**src/inc/pmc_pkg.sv**
```systemverilog
// constants and carrier types for the power mode clock manager
package pmc_pkg;
  localparam int PMC_DIV_W = 8;
  localparam int PMC_NUM_UNITS = 8;
  localparam int PMC_NUM_WAKE = 8;
  localparam logic [7:0] PMC_DIV_RST = 8'h00;
  localparam logic [7:0] PMC_GATE_RST = 8'hff;
  localparam logic [7:0] PMC_WAKE_EN_RST = 8'h00;
  // port pins rest high on their pull-ups; edge history starts there
  localparam logic [7:0] PMC_PIN_IDLE = 8'hff;

  typedef enum logic [1:0] {
    PMC_CMD_NONE,
    PMC_CMD_IDLE,
    PMC_CMD_STOP
  } pmc_cmd_t;

  typedef struct packed {
    logic cpu_clk_en;
    logic phy_rx_clk_en;
    logic phy_tx_clk_en;
    logic osc_run;
  } pmc_domain_t;
endpackage

```
**src/hw/pmc_top.sv**
```systemverilog
// power mode clock manager: divider, unit gating and normal/idle/stop control
`timescale 1ns/1ps

// How it works
// - firmware divide value n gives one enable pulse every n+1 clocks, up to 256
// - each unit clock enable follows its firmware gate bit in normal and idle mode
// - divider and gate values may change at any time in normal mode
// - idle stops the cpu clock while the phy receive clock keeps running
// - oscillator and phy receive clock never stop while in idle
// - a sync detect during idle returns the block to normal mode
// - stop turns off every clock enable and the oscillator
// - only an enabled external interrupt pin leaves stop mode
// - stop is entered only from the firmware stop command
// - port pins selected by a wake mask act as interrupts and stop wake-ups
module pmc_top
  import pmc_pkg::*;
(
  input wire logic CLK_IN, // system clock, 200 MHz
  input wire logic RST_B_IN, // synchronous reset, active low
  input wire logic [PMC_DIV_W-1:0] DIV_SEL_IN, // divide ratio minus one
  input wire logic DIV_LOAD_IN, // pulse: take DIV_SEL_IN
  input wire logic [PMC_NUM_UNITS-1:0] GATE_IN, // per-unit clock enable request
  input wire logic GATE_LOAD_IN, // pulse: take GATE_IN
  input wire logic [1:0] CMD_IN, // mode command (pmc_cmd_t)
  input wire logic CMD_VALID_IN, // pulse: command strobe from firmware
  input wire logic SYNC_DET_IN, // phy receive path saw packet sync
  input wire logic [PMC_NUM_WAKE-1:0] PORT_PIN_IN, // port pins, active high interrupt
  input wire logic [PMC_NUM_WAKE-1:0] WAKE_EN_IN, // pins allowed as interrupt/wake
  output logic DIV_TICK_OUT, // one-cycle divided clock enable
  output logic [PMC_NUM_UNITS-1:0] UNIT_CLK_EN_OUT, // gated unit clock enables
  output logic CPU_CLK_EN_OUT, // cpu core clock enable
  output logic PHY_RX_CLK_EN_OUT, // phy receive clock enable
  output logic PHY_TX_CLK_EN_OUT, // phy transmit clock enable
  output logic OSC_RUN_OUT, // oscillator and pll run
  output logic EXT_IRQ_OUT, // pulse: enabled pin interrupt
  output logic [1:0] MODE_OUT // 0 normal, 1 idle, 2 stop
);

  typedef enum logic [1:0] {ST_NORMAL, ST_IDLE, ST_STOP} pmc_state_t;

  pmc_state_t state_reg, state_next;
  logic [PMC_DIV_W-1:0] div_sel_reg, div_sel_next;
  logic [PMC_DIV_W-1:0] div_cnt_reg, div_cnt_next;
  logic [PMC_NUM_UNITS-1:0] gate_reg, gate_next;
  logic [PMC_NUM_WAKE-1:0] pin_prev_reg;
  logic tick_reg, tick_next;
  logic irq_reg, irq_next;
  logic wake_hit;
  pmc_domain_t dom_reg, dom_next;
  logic [PMC_NUM_UNITS-1:0] unit_en_reg, unit_en_next;

  // ----------------------------------------
  // divider and gating settings
  // ----------------------------------------
  always_comb
  begin
    div_sel_next = div_sel_reg;
    gate_next = gate_reg;
    if (DIV_LOAD_IN && state_reg == ST_NORMAL)
    begin
      div_sel_next = DIV_SEL_IN;
    end
    if (GATE_LOAD_IN && state_reg == ST_NORMAL)
    begin
      gate_next = GATE_IN;
    end
    // settings registers are never cleared by mode changes
  end

  // divider counts on the system clock; halted in stop, kept value on return
  always_comb
  begin
    div_cnt_next = div_cnt_reg;
    tick_next = 1'b0;
    if (state_reg != ST_STOP)
    begin
      if (div_cnt_reg >= div_sel_reg)
      begin
        div_cnt_next = 8'h00;
        tick_next = 1'b1;
      end
      else
      begin
        div_cnt_next = div_cnt_reg + 8'h01;
      end
    end
  end

  // ----------------------------------------
  // mode control
  // ----------------------------------------
  // pins are taken as synchronous; rising edge on an enabled pin is the event
  assign wake_hit = |(PORT_PIN_IN & ~pin_prev_reg & WAKE_EN_IN);

  always_comb
  begin
    state_next = state_reg;
    irq_next = wake_hit;
    case (state_reg)
      ST_NORMAL:
      begin
        if (CMD_VALID_IN && CMD_IN == PMC_CMD_STOP)
        begin
          state_next = ST_STOP;
        end
        else if (CMD_VALID_IN && CMD_IN == PMC_CMD_IDLE)
        begin
          state_next = ST_IDLE;
        end
      end
      ST_IDLE:
      begin
        // sync or pin interrupt wakes; stop is never reached from here, not even by a firmware stop command
        if (SYNC_DET_IN || wake_hit)
        begin
          state_next = ST_NORMAL;
        end
      end
      ST_STOP:
      begin
        if (wake_hit)
        begin
          state_next = ST_NORMAL;
        end
      end
      default:
      begin
        state_next = ST_NORMAL;
      end
    endcase
  end

  // ----------------------------------------
  // clock enables, decided from the next state so they move with MODE_OUT
  // ----------------------------------------
  always_comb
  begin
    dom_next.osc_run = 1'b1;
    dom_next.cpu_clk_en = 1'b1;
    dom_next.phy_rx_clk_en = 1'b1;
    dom_next.phy_tx_clk_en = 1'b1;
    unit_en_next = gate_next;
    case (state_next)
      ST_IDLE:
      begin
        dom_next.cpu_clk_en = 1'b0;
        dom_next.phy_tx_clk_en = 1'b0;
        dom_next.phy_rx_clk_en = 1'b1;
        dom_next.osc_run = 1'b1;
      end
      ST_STOP:
      begin
        dom_next.osc_run = 1'b0;
        dom_next.cpu_clk_en = 1'b0;
        dom_next.phy_rx_clk_en = 1'b0;
        dom_next.phy_tx_clk_en = 1'b0;
        unit_en_next = '0;
      end
      default:
      begin
        unit_en_next = gate_next;
      end
    endcase
  end

  always_ff @(posedge CLK_IN)
  begin
    if (!RST_B_IN)
    begin
      state_reg <= ST_NORMAL;
      div_sel_reg <= PMC_DIV_RST;
      div_cnt_reg <= 8'h00;
      gate_reg <= PMC_GATE_RST;
      pin_prev_reg <= PMC_PIN_IDLE; // a pin resting high is no edge after reset
      tick_reg <= 1'b0;
      irq_reg <= 1'b0;
      dom_reg <= '{cpu_clk_en: 1'b1, phy_rx_clk_en: 1'b1, phy_tx_clk_en: 1'b1, osc_run: 1'b1};
      unit_en_reg <= PMC_GATE_RST;
    end
    else
    begin
      state_reg <= state_next;
      div_sel_reg <= div_sel_next;
      div_cnt_reg <= div_cnt_next;
      gate_reg <= gate_next;
      pin_prev_reg <= PORT_PIN_IN;
      tick_reg <= tick_next;
      irq_reg <= irq_next;
      dom_reg <= dom_next;
      unit_en_reg <= unit_en_next;
    end
  end

  assign DIV_TICK_OUT = tick_reg;
  assign UNIT_CLK_EN_OUT = unit_en_reg;
  assign CPU_CLK_EN_OUT = dom_reg.cpu_clk_en;
  assign PHY_RX_CLK_EN_OUT = dom_reg.phy_rx_clk_en;
  assign PHY_TX_CLK_EN_OUT = dom_reg.phy_tx_clk_en;
  assign OSC_RUN_OUT = dom_reg.osc_run;
  assign EXT_IRQ_OUT = irq_reg;
  assign MODE_OUT = state_reg;
endmodule

```
**config.mk**
```make
export PLATFORM = sky130hd
export DESIGN_NAME = pmc_top
export DESIGN_NICKNAME = d
export VERILOG_FILES = /design/src/inc/pmc_pkg.sv /design/src/hw/pmc_top.sv
export SDC_FILE = /design/constraint.sdc
export NUM_CORES = 1
export LEC_CHECK = 0
export CAP_MARGIN = 10
export CORE_MARGIN = 3
export CORE_UTILIZATION = 45
export DETAILED_ROUTE_END_ITERATION = 16
export DONT_BUFFER_PORTS = 1
export GPL_ROUTABILITY_DRIVEN = 1
export PLACE_DENSITY_LB_ADDON = 0.15
export RECOVER_POWER = 100
export SYNTH_ARGS = -nofsm -noshare
export SYNTH_HDL_FRONTEND = slang
export SYNTH_SLANG_ARGS = --single-unit
```
**constraint.sdc**
```tcl
create_clock -name CLK_IN -period 5.06 [get_ports CLK_IN]
set_input_delay 0.253 -clock CLK_IN [delete_from_list [all_inputs] [get_ports CLK_IN]]
set_output_delay 0.253 -clock CLK_IN [all_outputs]
set_load 0.005 [all_outputs]
```
Word level (Yosys, flattened, before mapping)
Cells that the tools add are included.
{"block": "classes", "add_sub_neg": 1, "eq_ne": 7, "n_reduce_logical": 8, "muxes": 10, "n_bitwise": 3, "magnitude_cmp": 1}
{"op": "8-bit 2-to-1 mux", "n": 3}
{"op": "8-bit bitwise AND", "n": 2}
{"op": "8-bit by 1-bit adder with 8-bit output, second input constant", "n": 1}
{"op": "8-bit >= comparator", "n": 1}
{"op": "2-bit 2-to-1 mux", "n": 4}
{"op": "8-bit inverter", "n": 1}
{"op": "4-bit case mux with 2 select lines", "n": 1}
{"op": "8-bit OR reduction", "n": 1}
{"op": "2-bit by 1-bit == test with 1-bit output, second input constant", "n": 3}
{"op": "2-bit == test, second input constant", "n": 3}
{"op": "2-bit case mux with 3 select lines", "n": 1}
{"op": "1-bit logical AND", "n": 4}
{"op": "2-bit zero test", "n": 1}
{"op": "2-bit != test, second input constant", "n": 1}
{"op": "2-bit AND reduction", "n": 1}
{"op": "1-bit logical OR", "n": 1}
{"op": "1-bit 2-to-1 mux", "n": 1}
{"block": "word_totals", "regBits": 48, "out_inout_bits": 16, "inputBits": 40}

Logic depth before layout (Yosys ltp)
{"block": "logic_depth", "word_depth": 9, "depth_mapped": 7}

Least setup slack after synthesis
Ideal clock, no wire load.
{"block": "synth_path", "path_kind": "register -> register", "startpoint": "register div_cnt_reg[0]", "endpoint": "register tick_reg, in the netlist DIV_TICK_OUT", "t_arrival_ps": 1516, "stages_incl_launch_ff": 8, "setup_slack_ps": 3428, "period_less_slack_ps": 1632, "setup_time_ps": 115, "path_cell_list": "dfxtp_1 -> inv_1 -> ha_1 -> nand2b_1 -> a211o_1 -> a21oi_2 -> o21ai_0 -> and3_1"}
{"block": "synth_between", "elab_chain_cells": 2}
{"element": "from (decl)", "line": "pmc_top.sv:43", "source": "logic [PMC_DIV_W-1:0] div_cnt_reg, div_cnt_next;"}
{"element": "from (signal assigned)", "line": "pmc_top.sv:184", "source": "div_cnt_reg <= div_cnt_next;"}
{"element": "8-bit >= comparator", "line": "pmc_top.sv:77", "source": "if (div_cnt_reg >= div_sel_reg)"}
{"element": "1-bit 2-to-1 mux", "line": "pmc_top.sv:77"}
{"element": "to (signal assigned)", "line": "pmc_top.sv:187", "source": "tick_reg <= tick_next;"}
{"element": "to (decl)", "line": "pmc_top.sv:46", "source": "logic tick_reg, tick_next;"}
No other way between the ends.
A chain may end at the register's enable or synchronous reset.

Final worst setup path
{"block": "layout_path", "startpoint": "register div_cnt_reg[0]", "endpoint": "register div_cnt_reg[0]"}
{"block": "layout_between", "elab_chain_cells": 2, "word_cells_on_any_way": 3}
{"element": "8-bit by 1-bit adder with 8-bit output / 8-bit >= comparator (equally long branches)", "line": "pmc_top.sv:84, pmc_top.sv:77"}
{"element": "8-bit 2-to-1 mux *", "line": "pmc_top.sv:77"}
Every way passes the cells marked *; elsewhere a longest branch is shown, timed or not.

==> impl_metrics.env <==
export IMPL_finalSetupViolCount=0
export IMPL_hpwl_um=2662
export IMPL_wl_per_cell_um=14.36
export IMPL_fill_cells=371
export IMPL_drive_gt1_share_pct=4.545
export IMPL_core_area_mm2=0.003826
export IMPL_track_usage_pct=15.26
export IMPL_grt_max_degree=33
export IMPL_syn_area_per_cell_um2=9.384
export IMPL_ys_ff_latch=46
export IMPL_clk_latency_ps=290
export IMPL_crit_required_ps=5290
export IMPL_period_needed_ps=1864
export IMPL_die_area_mm2=0.004936
export IMPL_yosys_top_cells_area="dfxtp_1 50%, nand2_1 7.5%, ha_1 6.7%"
export IMPL_cp_num_buf_inv=1
export IMPL_fmax_mhz=536.4
export IMPL_setup_tns_ps=0
export IMPL_port_buffers=0
export IMPL_r2r_end="div_cnt_reg[0]"
export IMPL_rsz0062_at_grt="false"
export IMPL_synth_area_leader_cell="dfxtp_1"
export IMPL_die_h_um=70.26
export IMPL_synth_edff_count=0
export IMPL_synth_top_flop_cell="dfxtp_1"
export IMPL_cp_arrival_ps=2090
export IMPL_relSlewSlack_pct=54.36
export IMPL_cts_setup_buffers=0
export IMPL_critPathCaptureType="register"
export IMPL_drv_cap=0
export IMPL_viasPerCell=5.333
export IMPL_path_delay_family="compound AO/OA/AOI/OAI gates"
export IMPL_grt_pass1_vias=1311
export IMPL_ir_drop_v=0.0002171
export IMPL_critical_path_class="register to register"
export IMPL_fin_nets=247
export IMPL_hold_class="input port to register"
export IMPL_worstMarginPinSlew_ps=681.4
export IMPL_netlist_area_mm2=0.001858
export IMPL_antenna_found_initial=0
export IMPL_crit_chain="inv_1 > ha_1 > nand2b_1 > a211o_1 > a21oi_1 > a31oi_1 > nor2_1"
export IMPL_final_cell_mix="46 x dfxtp_1, 38 x nand2_1, 12 x nor2_1"
export IMPL_globalplace_congestion=0.7870
export IMPL_grt_pass1_wl_um=6065
export IMPL_cpPeakStageDelay_ps=410
export IMPL_cts_inserted_buffers=5
export IMPL_cts_sinks=46
export IMPL_hold_depth=1
export IMPL_antenna_cells=0
export IMPL_hold_path_endpoint="gate_reg[1]"
export IMPL_synth_cells=198
export IMPL_cts_tree="built"
export IMPL_seq_area_frac_synth_pct=49.56
export IMPL_post_cts_resize_count=0
export IMPL_drt_wl_total_um=3533
export IMPL_rr_worst_depth=7
export IMPL_final_common_cell="dfxtp_1"
export IMPL_async_flop_share_pct=0
export IMPL_postRouteAntennaNets=0
export IMPL_fin_cells=246
export IMPL_yosysWarnings=0
export IMPL_syn_to_final_growth_pct=7.205
export IMPL_drtIter0Drc=39
export IMPL_syn_num_nets=248
export IMPL_rrSetupSlack_ps=3200
export IMPL_placed_cells=238
export IMPL_synth_top_area_share_pct=49.56
export IMPL_dr_pass1_iters=4
export IMPL_core_rowCount=22
export IMPL_min_delay_start="RST_B_IN"
export IMPL_outcome="completed"
export IMPL_clock_skew_ps=10.03
export IMPL_period_share_pct=36.84
export IMPL_maxSlewViolCount=0
export IMPL_dieWidth_um=70.26
export IMPL_leakage_nw=0.8188
export IMPL_seq_area_um2=920.9
export IMPL_cts_max_level=2
export IMPL_grt_overflow=0
export IMPL_timing_rr_start="div_cnt_reg[0]"
export IMPL_path_max_fanout=8
export IMPL_power_density_mw_per_mm2=422.5
export IMPL_multi_input_area_um2=834.6
export IMPL_hold_viol=0
export IMPL_boundaryPins=56
export IMPL_cp_start_kind="register"
export IMPL_clockBufferDepth=2
export IMPL_start_util_pct=48.56
export IMPL_clk_pin_slew_ps=80
export IMPL_yosysUniqueCellTypes=34
export IMPL_cts_root_buffer="clkbuf_8"
export IMPL_vias=1312
export IMPL_ctsHoldBuffers=0
export IMPL_critPathSlowestCell="dfxtp_1"
export IMPL_drc=0
==> area by class of cell <==
type | instances | share of cell area (%)
clock inverters | 2 | 3.015
clock buffers | 6 | 4.146
multi-input cells | 135 | 41.90
flip-flops and latches | 46 | 46.23
well taps | 48 | 3.015
inverters | 9 | 1.696
==> worst max-delay path by stage <==
stage | slack (ps) | startpoint | cells after the start | endpoint
after global routing | 3000 | div_cnt_reg[0] | 7 | div_cnt_reg[6]
final | 3200 | div_cnt_reg[0] | 7 | div_cnt_reg[0]
after global placement | 3380 | WAKE_EN_IN[5] | 7 | UNIT_CLK_EN_OUT[2]
after floorplan | 3430 | div_cnt_reg[0] | 7 | DIV_TICK_OUT
after detailed placement | 3290 | div_cnt_reg[0] | 7 | DIV_TICK_OUT
after CTS | 3280 | div_cnt_reg[0] | 7 | DIV_TICK_OUT
==> metal layers <==
| metal | vias to the layer above | track usage (%) | routed length (µm) |
|---|---|---|---|
| met3 | 5 | 7.338 | 258 |
| met2 | 30 | 24.43 | 1757 |
| li1 | 660 | - | - |
| met1 | 617 | 18.20 | 1479 |
| met5 | - | 0 | 0 |
| met4 | 0 | 4.043 | 37 |
==> logic make-up (layout without fill, tap and decap cells) <==
family,Yosys count,after routing,synth area share [%]
XOR/XNOR,7,7,3.300
adder cells (fa/ha/maj),10,10,6.734
AND/OR/NAND/NOR,77,77,19.66
AO/OA/AOI/OAI,32,32,11.52
multiplexers,9,9,4.849
buffers and inverters,17,17,4.377
flip-flops,46,46,49.56
==> power by group <==
| group | switching, mW | total, mW | leakage [nW] | internal, mW |
|---|---|---|---|---|
| registers | 0.0207 | 0.413 | 0.380 | 0.392 |
| clock network | 0.120 | 0.331 | 0.0714 | 0.211 |
| logic | 0.0524 | 0.0978 | 0.368 | 0.0454 |
==> Yosys cell counts (2+ instances only) <==
| cell type | n |
|---|---|
| a21oi_1 | 8 |
| and2_1 | 2 |
| and3_1 | 3 |
| buf_2 | 2 |
| buf_4 | 2 |
| clkbuf_1 | 3 |
| dfxtp_1 | 46 |
| ha_1 | 10 |
| inv_1 | 9 |
| mux2i_1 | 9 |
| nand2_1 | 37 |
| nand2b_1 | 11 |
| nand3b_1 | 4 |
| nand4_1 | 4 |
| nor2_1 | 12 |
| o21ai_0 | 10 |
| o22ai_1 | 4 |
| xor2_1 | 6 |
==> per-stage QoR <==
stage | area (µm²) | utilization (%) | setup slack, ps | power [mW] | hold WS [ps]
floorplan | 1858 | - | 3428 | 0.5102 | 354.3
global placement | 1871 | 48.89 | 3383 | 0.5226 | 323.3
detailed placement | 1871 | 48.89 | 3295 | 0.5300 | 325.8
CTS | 2013 | 52.62 | 3279 | 0.8587 | 11.34
global route | 1992 | 52.06 | 2997 | 0.8848 | 0.09140
finish | 1992 | 52.06 | 3196 | 0.8415 | 24.06
(Power assumes the default switching activity.)
